## src/fcsi_pkg.sv

```systemverilog
// Package with register map, field layout, reset values and timing constants.
package fcsi_pkg;

   // Register byte addresses on the APB word map.
   localparam logic [7:0] ADDR_CLKDIV   = 8'h00;  // Clock divider control.
   localparam logic [7:0] ADDR_SECURITY = 8'h04;  // Lockout state, read only.
   localparam logic [7:0] ADDR_PINDEX   = 8'h08;  // Command parameter index.

   // Field positions and widths inside the divider and index registers.
   localparam int LOADED_BIT = 7;  // Loaded flag position.
   localparam int LOCK_BIT   = 6;  // Lock bit position.
   localparam int DIV_W      = 6;  // Width of the divider value.
   localparam int PIDX_W     = 3;  // Width of the parameter index field.

   // Reset values.
   localparam logic [7:0] CLKDIV_RESET = 8'h00;  // Divider register after reset.
   localparam logic [2:0] PIDX_RESET   = 3'h0;   // Parameter index after reset.
   localparam logic [7:0] SEC_ALL_ONES = 8'hff;  // Security value on a double fault.

   // Two-bit codes of the security byte.
   localparam logic [1:0] KEY_ENABLED  = 2'h2;  // Only code that opens the backdoor.
   localparam logic [1:0] SEC_UNLOCKED = 2'h2;  // Only code that means unlocked.

   // Time base: nominal period of the divided tick.
   localparam int TICK_NS     = 1000;  // Nominal 1 MHz tick period in ns.
   localparam int CLK_NS      = 10;    // Bus clock period in ns.
   localparam int TICK_CYCLES = (TICK_NS + CLK_NS - 1) / CLK_NS;  // Cycles per tick at 100 MHz.

   // APB request group carried as one struct.
   typedef struct packed {
      logic        psel;     // Slave select.
      logic        penable;  // Access phase.
      logic        pwrite;   // Write direction.
      logic [7:0]  paddr;    // Byte address.
      logic [31:0] pwdata;   // Write data.
   } apb_req_t;

   // APB answer group carried as one struct.
   typedef struct packed {
      logic        pready;   // Transfer done.
      logic        pslverr;  // Unmapped address.
      logic [31:0] prdata;   // Read data.
   } apb_rsp_t;

   // Decoded security outputs.
   typedef struct packed {
      logic backdoor_enabled;  // Backdoor key access allowed.
      logic unlocked;          // Device unlocked.
   } sec_status_t;

endpackage

```

## src/flash_clock_security_index_regs.sv

```systemverilog
// Divider, security and parameter index registers behind an APB slave.
// Behaviour
// Bit 7 reads loaded after first write
// Writes to bit 7 always ignored
// Normal mode: lock set once, freezes divider
// Special mode: bits 6-0 always writable
// Divider value makes nominal 1 MHz tick
// Software avoids divider writes during commands
// Software picks divider by clock band
// Security register readable, never writable
// Security byte loaded during reset sequence
// Double fault sets all security bits
// Backdoor enabled only by code 10
// Unlocked only by code 10
// Backdoor unlock forces lockout to 10
// Software keeps reserved bits erased
// Index field read/write, rest zero
// Index tells count of parameter words
// Loaded flag set on write until reset
// Index field three bits, resets to zero
`timescale 1ns/1ps
module flash_clock_security_index_regs
   import fcsi_pkg::*;
(
   input  wire logic               core_clk,          // Bus clock, 100 MHz.
   input  wire logic               rst,               // Synchronous reset, active high.
   input  wire logic               psel,              // APB select.
   input  wire logic               penable,           // APB access phase.
   input  wire logic               pwrite,            // APB write.
   input  wire logic [7:0]         paddr,             // APB byte address.
   input  wire logic [31:0]        pwdata,            // APB write data.
   output logic                    pready,            // APB ready.
   output logic                    pslverr,           // APB error on unmapped address.
   output logic      [31:0]        prdata,            // APB read data.
   input  wire logic               special_mode,      // Special mode strap level.
   input  wire logic               command_complete_flag, // Low while a command runs.
   input  wire logic               sec_load_strobe,   // Reset sequence security fetch.
   input  wire logic [7:0]         nv_sec_byte,       // Security byte from flash.
   input  wire logic               nv_double_fault,   // Double fault on that fetch.
   input  wire logic               backdoor_unlock,   // Successful backdoor key pulse.
   output logic      [DIV_W-1:0]   divider_value,     // Divider value in use.
   output logic                    divider_loaded_flag, // Divider written since reset.
   output logic                    divider_lock_bit,  // Divider locked.
   output logic                    time_tick,         // Nominal 1 MHz tick pulse.
   output logic      [PIDX_W-1:0]  param_index_field, // Parameter words index.
   output logic                    backdoor_gate,     // Backdoor key access enabled.
   output logic                    device_unlocked,   // Lockout field says unlocked.
   output logic                    div_write_in_cmd   // Divider write seen mid-command.
);

   // All register state in one struct.
   typedef struct packed {
      logic              loaded;   // Loaded flag.
      logic              lock;     // Lock bit.
      logic [DIV_W-1:0]  div;      // Divider value.
      logic [PIDX_W-1:0] pidx;     // Parameter index.
      logic [31:0]       rdata;    // Registered read data.
      logic              slverr;   // Registered error answer.
      logic              ready;    // Access answered.
      logic              misuse;   // Sticky divider write during command.
   } regs_state_t;

   regs_state_t state_q;  // Registered state.
   regs_state_t state_d;  // Next state.

   logic [7:0]   sec_value;   // Security register contents.
   sec_status_t  sec_status;  // Decoded security fields.
   logic         acc;         // First access-phase cycle seen, answer next cycle.
   logic         wr_acc;      // Write accepted this cycle.
   logic         hit_div;     // Divider address.
   logic         hit_sec;     // Security address.
   logic         hit_idx;     // Index address.
   logic [7:0]   div_rd;      // Divider register as read.

   // Address decode for the three registers.
   assign hit_div = (paddr == ADDR_CLKDIV);
   assign hit_sec = (paddr == ADDR_SECURITY);
   assign hit_idx = (paddr == ADDR_PINDEX);

   // An access is registered in the first access-phase cycle and answered in the second.
   assign acc    = psel && penable && !state_q.ready;
   assign wr_acc = acc && pwrite;

   // Divider register as seen by software.
   assign div_rd = {state_q.loaded, state_q.lock, state_q.div};

   // Next-state logic for registers and bus answer.
   always_comb begin
      state_d        = state_q;
      state_d.ready  = acc;
      if (acc) begin
         // Read data and error settle together with ready.
         state_d.slverr = !(hit_div || hit_sec || hit_idx);
         state_d.rdata  = 32'h0000_0000;
         if (hit_div) begin
            state_d.rdata[7:0] = div_rd;
         end else if (hit_sec) begin
            // Security read only
            state_d.rdata[7:0] = sec_value;
         end else if (hit_idx) begin
            // Index reads, rest zero
            state_d.rdata[PIDX_W-1:0] = state_q.pidx;
         end
      end
      if (wr_acc && hit_div) begin
         // Special mode bypasses lock
         if (special_mode) begin
            state_d.lock = pwdata[LOCK_BIT];
            state_d.div  = pwdata[DIV_W-1:0];
            // Loaded on accepted write
            state_d.loaded = 1'b1;
         end else if (!state_q.lock) begin
            // Lock set once, divider open
            state_d.lock = pwdata[LOCK_BIT];
            state_d.div  = pwdata[DIV_W-1:0];
            state_d.loaded = 1'b1;
         end
         // Bit 7 never from the bus
         // Flag a divider write made while a command is executing.
         if (!command_complete_flag) begin
            state_d.misuse = 1'b1;
         end
      end
      if (wr_acc && hit_idx) begin
         // Software sets parameter count
         state_d.pidx = pwdata[PIDX_W-1:0];
      end
   end

   // Register all state; control bits take defined values in reset.
   always_ff @(posedge core_clk) begin
      if (rst) begin
         // Index resets to zero
         state_q <= '{loaded: CLKDIV_RESET[LOADED_BIT], lock: CLKDIV_RESET[LOCK_BIT],
                      div: CLKDIV_RESET[DIV_W-1:0], pidx: PIDX_RESET,
                      rdata: 32'h0000_0000, slverr: 1'b0, ready: 1'b0, misuse: 1'b0};
      end else begin
         state_q <= state_d;
      end
   end

   // Bus answer: ready is combinational so wait stays one cycle.
   assign pready  = psel && penable && state_q.ready;
   assign pslverr = pready && state_q.slverr;
   assign prdata  = state_q.rdata;

   // Register outputs toward the flash controller.
   assign divider_value       = state_q.div;
   // Loaded flag reported
   assign divider_loaded_flag = state_q.loaded;
   assign divider_lock_bit    = state_q.lock;
   assign param_index_field   = state_q.pidx;
   assign backdoor_gate       = sec_status.backdoor_enabled;
   assign device_unlocked     = sec_status.unlocked;
   // Misuse made visible
   assign div_write_in_cmd    = state_q.misuse;

   // Security register with load and decode.
   sec_byte_loader i_sec_byte_loader (
      .core_clk        (core_clk),
      .rst             (rst),
      .load_strobe     (sec_load_strobe),
      .nv_sec_byte     (nv_sec_byte),
      .nv_double_fault (nv_double_fault),
      .backdoor_unlock (backdoor_unlock),
      .sec_value       (sec_value),
      .sec_status      (sec_status)
   );

   // Time base runs once the divider has been loaded.
   tick_divider #(
      .W (DIV_W)
   ) i_tick_divider (
      .core_clk  (core_clk),
      .rst       (rst),
      .run       (state_q.loaded),
      .div_value (state_q.div),
      .tick      (time_tick)
   );

   // Loaded flag set after an accepted divider write.
   a_loaded_set: assert property (@(posedge core_clk) disable iff (rst)
      wr_acc && hit_div && (special_mode || !divider_lock_bit) |=> divider_loaded_flag)
      else $error("loaded flag not set by write");
   // Loaded flag never falls outside reset.
   a_loaded_sticky: assert property (@(posedge core_clk) disable iff (rst)
      divider_loaded_flag |=> divider_loaded_flag)
      else $error("loaded flag fell");
   // Read of divider shows bit 7 from the flag, never from write data.
   a_bit7_readback: assert property (@(posedge core_clk) disable iff (rst)
      pready && !pwrite && hit_div |-> prdata[7] == $past(divider_loaded_flag))
      else $error("bit 7 readback wrong");
   // Locked divider holds in normal mode.
   a_lock_holds: assert property (@(posedge core_clk) disable iff (rst)
      divider_lock_bit && !special_mode |=> $stable(divider_value) && divider_lock_bit)
      else $error("locked divider changed");
   // Special mode write lands regardless of lock.
   a_special_write: assert property (@(posedge core_clk) disable iff (rst)
      wr_acc && hit_div && special_mode |=> divider_value == $past(pwdata[5:0]))
      else $error("special mode write lost");
   // Index write lands in the three-bit field.
   a_index_write: assert property (@(posedge core_clk) disable iff (rst)
      wr_acc && hit_idx |=> param_index_field == $past(pwdata[2:0]))
      else $error("index write lost");
   // Security read returns the register value.
   a_sec_read: assert property (@(posedge core_clk) disable iff (rst)
      pready && !pwrite && hit_sec |-> prdata == {24'h000000, $past(sec_value)})
      else $error("security read wrong");
   // Every access is answered one cycle into the access phase.
   a_apb_answer: assert property (@(posedge core_clk) disable iff (rst)
      psel && penable && !pready |=> pready)
      else $error("apb answer late");

   c_lock_write: cover property (@(posedge core_clk) wr_acc && hit_div && pwdata[6]);
   c_special_relock: cover property (@(posedge core_clk)
      wr_acc && hit_div && special_mode && divider_lock_bit);
   c_tick: cover property (@(posedge core_clk) time_tick);

endmodule

```

## src/sec_byte_loader.sv

```systemverilog
// Security register loaded on the reset sequence fetch strobe, with decode of its fields.
`timescale 1ns/1ps
module sec_byte_loader
   import fcsi_pkg::*;
(
   input  wire logic        core_clk,          // Bus clock.
   input  wire logic        rst,               // Synchronous reset, active high.
   input  wire logic        load_strobe,       // Reset sequence fetch of the byte.
   input  wire logic [7:0]  nv_sec_byte,       // Security byte read from flash.
   input  wire logic        nv_double_fault,   // Double-bit fault on that read.
   input  wire logic        backdoor_unlock,   // Successful backdoor key pulse.
   output logic      [7:0]  sec_value,         // Register contents.
   output sec_status_t      sec_status         // Decoded fields.
);

   // All state in one struct.
   typedef struct packed {
      logic [7:0] sec;  // Security register.
   } sec_state_t;

   sec_state_t state_q;  // Registered state.
   sec_state_t state_d;  // Next state.

   // Next-state logic for the security register.
   always_comb begin
      state_d = state_q;
      if (load_strobe) begin
         // Double fault locks
         if (nv_double_fault) begin
            state_d.sec = SEC_ALL_ONES;
         end else begin
            // Load nonvolatile byte
            state_d.sec = nv_sec_byte;
         end
      end else if (backdoor_unlock) begin
         // Force unlocked code
         state_d.sec[1:0] = SEC_UNLOCKED;
      end
   end

   // Register the state; reset value is fully locked until loaded.
   always_ff @(posedge core_clk) begin
      if (rst) begin
         state_q <= '{sec: SEC_ALL_ONES};
      end else begin
         state_q <= state_d;
      end
   end

   // Output the value and decoded fields.
   assign sec_value = state_q.sec;
   // Backdoor gate decode
   assign sec_status.backdoor_enabled = (state_q.sec[7:6] == KEY_ENABLED);
   // Lockout field decode
   assign sec_status.unlocked = (state_q.sec[1:0] == SEC_UNLOCKED);

   // Loading on a fault always leaves every bit set.
   a_fault_all_ones: assert property (@(posedge core_clk) disable iff (rst)
      load_strobe && nv_double_fault |=> sec_value == SEC_ALL_ONES)
      else $error("security byte not all ones after fault");
   // A clean load copies the byte.
   a_clean_load_copy: assert property (@(posedge core_clk) disable iff (rst)
      load_strobe && !nv_double_fault |=> sec_value == $past(nv_sec_byte))
      else $error("security byte not loaded");
   // Backdoor unlock yields unlocked state.
   a_unlock_forces: assert property (@(posedge core_clk) disable iff (rst)
      backdoor_unlock && !load_strobe |=> sec_status.unlocked)
      else $error("unlock did not force code");
   // Backdoor enabled exactly for code 10.
   a_key_decode: assert property (@(posedge core_clk) disable iff (rst)
      sec_status.backdoor_enabled == (sec_value[7:6] == 2'h2))
      else $error("backdoor decode wrong");
   // Unlocked exactly for code 10.
   a_lock_decode: assert property (@(posedge core_clk) disable iff (rst)
      sec_status.unlocked == (sec_value[1:0] == 2'h2))
      else $error("lockout decode wrong");
   // Value only changes by load or unlock.
   a_sec_stable: assert property (@(posedge core_clk) disable iff (rst)
      !load_strobe && !backdoor_unlock |=> $stable(sec_value))
      else $error("security register changed without cause");

   c_fault_load: cover property (@(posedge core_clk) load_strobe && nv_double_fault);
   c_unlock: cover property (@(posedge core_clk) backdoor_unlock);

endmodule

```

## src/tick_divider.sv

```systemverilog
// Divider that turns the bus clock into a nominal 1 MHz tick.
`timescale 1ns/1ps
module tick_divider
   import fcsi_pkg::*;
#(
   parameter int W = DIV_W  // Width of the divider value.
) (
   input  wire logic         core_clk,   // Bus clock.
   input  wire logic         rst,        // Synchronous reset, active high.
   input  wire logic         run,        // Divider loaded and counting.
   input  wire logic [W-1:0] div_value,  // Bus cycles per tick minus one.
   output logic              tick        // One-cycle pulse per period.
);

   // All state in one struct.
   typedef struct packed {
      logic [W-1:0] cnt;  // Down counter.
      logic         tick; // Registered tick.
   } div_state_t;

   div_state_t state_q;  // Registered state.
   div_state_t state_d;  // Next state.

   // Count div_value+1 bus cycles per tick.
   always_comb begin
      state_d      = state_q;
      state_d.tick = 1'b0;
      if (!run) begin
         state_d.cnt = div_value;
      end else if (state_q.cnt == '0) begin
         // Tick every value+1 cycles
         state_d.cnt  = div_value;
         state_d.tick = 1'b1;
      end else begin
         state_d.cnt = state_q.cnt - 1'b1;
      end
   end

   // Register the state.
   always_ff @(posedge core_clk) begin
      if (rst) begin
         state_q <= '0;
      end else begin
         state_q <= state_d;
      end
   end

   assign tick = state_q.tick;

   // A tick is never issued while stopped.
   a_no_tick_idle: assert property (@(posedge core_clk) disable iff (rst)
      !run ##1 !run |=> !tick)
      else $error("tick while divider stopped");

endmodule

```

## config.mk

```make
export PLATFORM = sky130hd
export DESIGN_NAME = flash_clock_security_index_regs
export DESIGN_NICKNAME = d
export VERILOG_FILES = /design/src/fcsi_pkg.sv /design/src/flash_clock_security_index_regs.sv /design/src/sec_byte_loader.sv /design/src/tick_divider.sv
export SDC_FILE = /design/constraint.sdc
export NUM_CORES = 1
export LEC_CHECK = 0
export BUFFER_PORTS_ARGS = -buffer_cell sky130_fd_sc_hd__buf_2
export CORE_MARGIN = 2
export CORE_UTILIZATION = 40
export DETAILED_ROUTE_END_ITERATION = 8
export GPL_TIMING_DRIVEN = 0
export PLACE_DENSITY = 0.76
export SLEW_MARGIN = 20
export SYNTH_ARGS = -nofsm -noshare
export SYNTH_HDL_FRONTEND = slang
export SYNTH_SLANG_ARGS = --single-unit
```

## constraint.sdc

```tcl
create_clock -name core_clk -period 2.2 [get_ports core_clk]
set_clock_uncertainty 0.1 [all_clocks]
set_input_delay 0.66 -clock core_clk [delete_from_list [all_inputs] [get_ports core_clk]]
set_output_delay 0.66 -clock core_clk [all_outputs]
set_load 0.02 [all_outputs]
```

==> flow_metrics.tcl, run 1 <==
set metrics [dict create \
    fin_tns_setup_ps 0 \
    ff2ff_path_depth 6 \
    ys_seq_elements 37 \
    num_rows 25 \
    drc 0 \
    slew_headroom 0.598 \
    die_w_um 73.5 \
    synth_area_leaders "dfxtp_1, buf_4, nor2_1" \
    grt_max_degree 12 \
    vdd_drop_max_uv 304 \
    worstMarginPinSlew_ps 599 \
    antenna_cells 0 \
    synth.most_common_cell "buf_4" \
    p_leak_nw 1.22 \
    finalWirelength_mm 4.31 \
    netlist_area_um2 1930 \
    setup_viol 0 \
    drt-initial-drc-count 78 \
    critPathMaxFanout 4 \
    synth.distinct_cells 42 \
    hold_path.class "register to register" \
    cp.required_ps 1440 \
    synth_top_area_share 0.383 \
    holdBufCountCts 0 \
    grt_pass1_wl_mm 6.73 \
    rsz0062_at_grt "false" \
    status "finished clean" \
    place_area_um2 2360 \
    grt_pass1_vias 1474 \
    slew_viol_final 0 \
    cp-start-kind "primary input" \
    power_density_nw_per_um2 574 \
    cts-htree-levels 2 \
    cp-end-kind "output port" \
    postCtsSetupBuffers 0 \
    synth_common_cells "buf_4, dfxtp_1, nor2_1, nand2_1, o21ai_0" \
    crit_top_cell "buf_2" \
    clk_latency_ps 290 \
    slowest_stage "and3_1" \
    detailed_place_hpwl_mm 3.40 \
    drive_gt1_frac 0.365 \
    clock-sinks 37 \
    die_h_um 73.5 \
    worst_ep_arrival_time_ps 1250 \
    period_share 0.913 \
    crit_chain "buf_2 > and3_1 > and2_1 > buf_2" \
    initial_utilization 0.412 \
    vias_per_cell 4.80 \
    via_count 1758 \
    synth_edf_count 0 \
    synth_seq_area_share 0.383 \
    slowest_delay_ps 170 \
    gp_congestion 0.794 \
    grt_usage 0.161 \
    finalHoldViolCount 0 \
    avgSynthCellArea_um2 8.52 \
    die_area_um2 5410 \
    cts_tree "done" \
    fin_area_um2 2460 \
    holdPathStages 1 \
    ctsLongestPathBuffers 2 \
    syn_inst 227 \
    wire_per_inst_um 11.8 \
    numCtsBuffers 5 \
    core_region_area_um2 4690 \
    antenna_found_initial 0 \
    ioPinCount 107 \
    path_clk_slew_ps 70 \
    yosys_warnings 0 \
    drtPass1Iterations 4 \
    cts_resized 0 \
    max_freq_mhz 498 \
    grt_overflow 0 \
    drv_cap 0 \
    path_class "primary input to output port" \
    io_buffer_count 54 \
    ctsRootBufferMaster "clkbuf_8" \
    num-nets-final 371 \
    yosysTopAreaCell "dfxtp_1" \
    ys_async_sr_fraction 0 \
    ant_nets 0 \
    period_minus_slack_ps 2010 \
    synth_flop_cell "dfxtp_1" \
    area_delta_synth_final_pct 27.2 \
]
[cells by family after synthesis]
family / synth area share
flops: 0.383
xor+xnor: 0.0181
other cells: 0.00194
buf+inv: 0.197
simple gates: 0.217
fa+ha+maj: 0.0129
compound gates: 0.170
[area by class of cell]
| type | instances | area, um^2 |
|---|---|---|
| clock inverters | 1 | 5.00 |
| well taps | 54 | 67.6 |
| fillers | 448 | 2230 |
| repair buffers | 54 | 270 |
| plain buffers | 50 | 358 |
| multi-input cells | 157 | 898 |
| clock buffers | 7 | 96.3 |
| inverters | 6 | 22.5 |
| flip-flops and latches | 37 | 741 |
[flip-flops by register name, indices dropped and copies added (netlist names)]
name,count
divider_lock_bit,1
i_tick_divider.tick,1
divider_value,6
prdata,8
state_q,2
param_index_field,3
divider_loaded_flag,1
div_write_in_cmd,1
i_tick_divider.state_q,6
i_sec_byte_loader.sec_value,8
[metrics by stage]
step | utilization | hold slack [ps] | total power (W) | setup WS (ps) | cells
floorplan | - | 328 | 0.000847 | 249 | 250
global placement | 0.502 | 342 | 0.000900 | 76.2 | 358
detailed placement | 0.502 | 345 | 0.000903 | 5.13 | 358
CTS | 0.524 | 361 | 0.00141 | 199 | 366
global route | 0.524 | 385 | 0.00145 | 166 | 366
finish | 0.524 | 361 | 0.00141 | 192 | 366
[critical path, delay by kind of cell]
| kind | cells | cell delay (ps) |
|---|---|---|
| buf+inv | 2 | 270 |
| simple gates | 2 | 320 |
[power by group]
part / leakage [nW] / internal [W] / switching [W]
logic: 0.868 / 0.0000832 / 0.000113
registers: 0.300 / 0.000683 / 0.00000859
clock network: 0.0542 / 0.000283 / 0.000239
total: 1.22 / 0.00105 / 0.000362
[cells in the final DEF, fill, tap and decap left out, drive strengths merged, types with 3 or more instances in the layout]
| master | n |
|---|---|
| buf | 98 |
| dfxtp | 37 |
| conb | 24 |
| nor2 | 19 |
| nand2 | 16 |
| clkbuf | 13 |
| o21ai | 12 |
| a21oi | 11 |
| nand3 | 11 |
| nor3 | 10 |
| a211oi | 8 |
| inv | 6 |
| o22ai | 6 |
| a221oi | 5 |
| and2 | 3 |
| nor2b | 3 |
| a21o | 3 |
[per-layer routing]
metal,vias to the layer above,GRT usage,part of all wire
met5,-,0,0
met4,0,0.0545,0.012
met3,6,0.0439,0.073
met2,70,0.252,0.46
met1,776,0.214,0.45
li1,906,-,-
[final timing paths]
| path | start | endpoint | slack, ps |
|---|---|---|---|
| setup reg to reg | i_tick_divider.state_q[1] | i_tick_divider.state_q[2] | 450 |
| hold / removal | prdata[0] | prdata[0] | 360 |
| hold reg to reg | prdata[0] | prdata[0] | 360 |
| setup / recovery | psel | pslverr | 190 |
No activity file was read; power rests on OpenSTA's default activity.
==> inputs of run 2 (changes only) <==
==> constraint.sdc (replaced) <==
create_clock -name core_clk -period 2.2 [get_ports core_clk]
set_clock_uncertainty 0.1 [all_clocks]
set_input_delay 0.66 -clock core_clk [delete_from_list [all_inputs] [get_ports core_clk]]
set_output_delay 0.66 -clock core_clk [all_outputs]
set_load 0.1 [all_outputs]
==> flow_metrics.tcl, run 2 (same netlist as run 1, synthesis figures left out) <==
set metrics [dict create \
    final_core_util 0.522 \
    slowest_stage "buf_2" \
    ioPinCount 107 \
    fin_cells 366 \
    slew_viol_final 0 \
    drtPass1Iterations 4 \
    max_freq_mhz 469 \
    hold_slack_ps 360 \
    antenna_found_initial 0 \
    clock-sinks 37 \
    rsz0062_at_grt "false" \
    finalWirelength_mm 4.19 \
    antenna_cells 0 \
    wire_per_inst_um 11.4 \
    drive_gt1_frac 0.375 \
    status "finished clean" \
    vdd_drop_max_uv 334 \
    final_cell_mix "buf_2, buf_4, dfxtp_1" \
    die_w_um 73.5 \
    worstMarginPinSlew_ps 526 \
    postCtsSetupBuffers 0 \
    period_minus_slack_ps 2130 \
    cts_resized 1 \
    initial_utilization 0.412 \
    critPathMaxFanout 4 \
    core_region_area_um2 4690 \
    setup_viol 0 \
    final_common_cell "buf_2" \
    path_class "primary input to output port" \
    num_rows 25 \
    slowest_delay_ps 420 \
    ctsLongestPathBuffers 2 \
    slew_headroom 0.646 \
    drt-initial-drc-count 91 \
    crit_chain "buf_2 > and3_2 > buf_2" \
    cts_tree "done" \
    area_delta_synth_final_pct 26.8 \
    ant_nets 0 \
    place_inst 358 \
    drc 0 \
    crit_top_cell "buf_2" \
    worst_ep_arrival_time_ps 1370 \
    grt_pass1_wl_mm 6.83 \
    num-nets-final 371 \
    grt_overflow 0 \
    grt_usage 0.162 \
    grt_pass1_vias 1505 \
    vias_per_cell 4.67 \
    seqCellArea_um2 741 \
    n_fill_cell 462 \
    cp-end-kind "output port" \
    p_leak_nw 1.22 \
    hold_path.class "register to register" \
    die_area_um2 5410 \
    io_buffer_count 54 \
    cp-start-kind "primary input" \
    detailed_place_hpwl_mm 3.39 \
    power_density_nw_per_um2 628 \
    ctsRootBufferMaster "clkbuf_8" \
    cp.required_ps 1440 \
    multi_input_area_um2 907 \
    grt_max_degree 12 \
    period_share 0.969 \
    holdBufCountCts 0 \
    numCtsBuffers 5 \
    finalHoldViolCount 0 \
    cts-htree-levels 2 \
    via_count 1711 \
    gp_congestion 0.858 \
    drv_cap 0 \
    path_clk_slew_ps 70 \
    die_h_um 73.5 \
    clk_latency_ps 290 \
]
run 2: worst paths after layout:
| check | from | endpoint | slack, ps | cells after the start |
|---|---|---|---|---|
| worst max-delay path | psel | pready | 70 | 3 |
| worst min-delay path | prdata[0] | prdata[0] | 360 | 1 |
| worst max register to register | i_tick_divider.state_q[1] | i_tick_divider.state_q[1] | 590 | 6 |
| worst min register to register | prdata[0] | prdata[0] | 360 | 1 |
run 2: critical path, delay by kind of cell:
family | cells | cell delay (ps)
AND/OR/NAND/NOR | 1 | 180
buffers and inverters | 2 | 530
run 2: routing by layer:
metal,track usage,vias to the layer above,part of all wire
li1,-,897,-
met3,0.0398,7,0.059
met1,0.219,752,0.48
met4,0.0424,0,0.0096
met5,0,-,0
met2,0.259,55,0.45
run 2: power breakdown:
group          internal (W)  switching (W)  total (W)
Sequential         0.000683     0.00000919   0.000693
Clock              0.000220       0.000239   0.000458
Combinational     0.0000846       0.000303   0.000388
run 2: cell type report:
| class | instances | share of cell area |
|---|---|---|
| multi-input cells | 157 | 0.370 |
| flip-flops and latches | 37 | 0.302 |
| plain buffers | 50 | 0.146 |
| repair buffers | 54 | 0.111 |
| clock buffers | 6 | 0.0296 |
| well taps | 54 | 0.0276 |
| inverters | 6 | 0.00919 |
| clock inverters | 2 | 0.00408 |
run 2: metrics by stage:
stage	total power (W)	TNS, ps	worst slack (ps)	instance area [um^2]
floorplan	0.00104	-145	-145	2030
global placement	0.00109	-40.4	-40.4	2370
detailed placement	0.00109	-48.2	-48.2	2370
CTS	0.00154	0	68.7	2450
global route	0.00159	0	45.3	2450
finish	0.00154	0	69.0	2450
==> inputs of run 3 (changes only) <==
--- a/config.mk
+++ b/config.mk
@@ -9,7 +9,6 @@
 export CORE_MARGIN = 2
 export CORE_UTILIZATION = 40
 export DETAILED_ROUTE_END_ITERATION = 8
-export GPL_TIMING_DRIVEN = 0
 export PLACE_DENSITY = 0.76
 export SLEW_MARGIN = 20
 export SYNTH_ARGS = -nofsm -noshare
==> flow_metrics.tcl, run 3 (same netlist as run 1, synthesis figures left out) <==
set metrics [dict create \
    status "finished clean" \
    vias_per_cell 5.05 \
    ioPinCount 107 \
    slew_viol_final 0 \
    cts_tree "done" \
    grt_usage 0.171 \
    final_core_util 0.474 \
    grt_overflow 0 \
    initial_utilization 0.412 \
    drive_gt1_frac 0.314 \
    die_area_um2 5410 \
    fin_area_um2 2220 \
    grt_max_degree 20 \
    via_count 1655 \
    fin_cells 328 \
    clk_latency_ps 290 \
    crit_chain "buf_2 > and3_2 > and2_4 > buf_12" \
    fin_tns_setup_ps 0 \
    finalHoldViolCount 0 \
    use_met3 0.0549 \
    ctsLongestPathBuffers 2 \
    drc 0 \
    clock-sinks 37 \
    cp.required_ps 1440 \
    finalWirelength_mm 4.30 \
    power_density_nw_per_um2 706 \
    cts_resized 0 \
    final_cell_mix "buf_2, dfxtp_1, conb_1" \
    n_fill_cell 467 \
    critPathMaxFanout 4 \
    cp-start-kind "primary input" \
    worst_ep_arrival_time_ps 1330 \
    use_met1 0.222 \
    slowest_stage "and3_2" \
    path_clk_slew_ps 70 \
    area_delta_synth_final_pct 15.0 \
    grt_pass1_vias 1516 \
    period_share 0.951 \
    vdd_drop_max_uv 359 \
    ctsRootBufferMaster "clkbuf_8" \
    worst_slack_ps 107 \
    place_inst 320 \
    grt_pass1_wl_mm 7.09 \
    io_buffer_count 57 \
    dp_slack_ps 98.4 \
    final_common_cell "buf_2" \
    drtPass1Iterations 4 \
    antenna_cells 0 \
    slowest_delay_ps 220 \
    antenna_found_initial 0 \
    detailed_place_hpwl_mm 3.42 \
    wire_per_inst_um 13.1 \
    period_minus_slack_ps 2090 \
    cp-end-kind "output port" \
    max_freq_mhz 478 \
    path_class "primary input to output port" \
    drv_cap 0 \
    p_leak_nw 1.04 \
    drt-initial-drc-count 73 \
    num_rows 25 \
    gp_congestion 0.866 \
    hold_path.class "register to register" \
    die_h_um 73.5 \
    numCtsBuffers 5 \
    place_area_um2 2120 \
    holdBufCountCts 0 \
    num-nets-final 333 \
    die_w_um 73.5 \
    grt_use_met2 0.268 \
    top_usage_layer "met2" \
    cts-htree-levels 2 \
    postCtsSetupBuffers 0 \
    ant_nets 0 \
    setup_viol 0 \
    core_region_area_um2 4690 \
    rsz0062_at_grt "false" \
]
run 3: cell types whose count changed in the layout (fill, tap and decap cells not counted), sizes merged:
cell	previous run	this run
buf	98	66
clkbuf	12	7
clkinv	2	1
run 3: layout make-up:
type,instances,area (um^2),share of cell area
Timing Repair Buffer,66,383,0.172
Clock buffer,7,96.3,0.0434
Clock inverter,1,5.00,0.00225
Multi-Input combinational cell,157,907,0.408
Tap cell,54,67.6,0.0304
Sequential cell,37,741,0.333
Inverter,6,22.5,0.0101
run 3: worst paths after layout:
| check | start | end | slack, ps | cells after the start |
|---|---|---|---|---|
| worst max register to register | i_tick_divider.state_q[1] | i_tick_divider.state_q[5] | 670 | 6 |
| worst min register to register | prdata[1] | prdata[1] | 360 | 1 |
| worst max-delay path | psel | pslverr | 110 | 4 |
| worst min-delay path | prdata[1] | prdata[1] | 360 | 1 |
run 3: metrics by stage:
step	hold WS, ps	total power (W)
floorplan	328	0.00104
global placement	344	0.00105
detailed placement	343	0.00106
CTS	361	0.00158
global route	379	0.00163
finish	358	0.00157
run 3: routing by layer:
metal | part of all wire | vias up
li1 | - | 826
met4 | 0.016 | 0
met5 | 0 | -
met2 | 0.45 | 59
met1 | 0.47 | 764
met3 | 0.067 | 6
run 3: power by group:
part	switching [W]	leakage [nW]	internal, W
clock network	0.000242	0.0542	0.000283
registers	0.00000889	0.300	0.000683
logic	0.000297	0.689	0.0000532
run 3: worst max-delay path, delay by kind of cell:
kind	cells	cell delay [ps]
simple gates	2	390
buf+inv	2	280
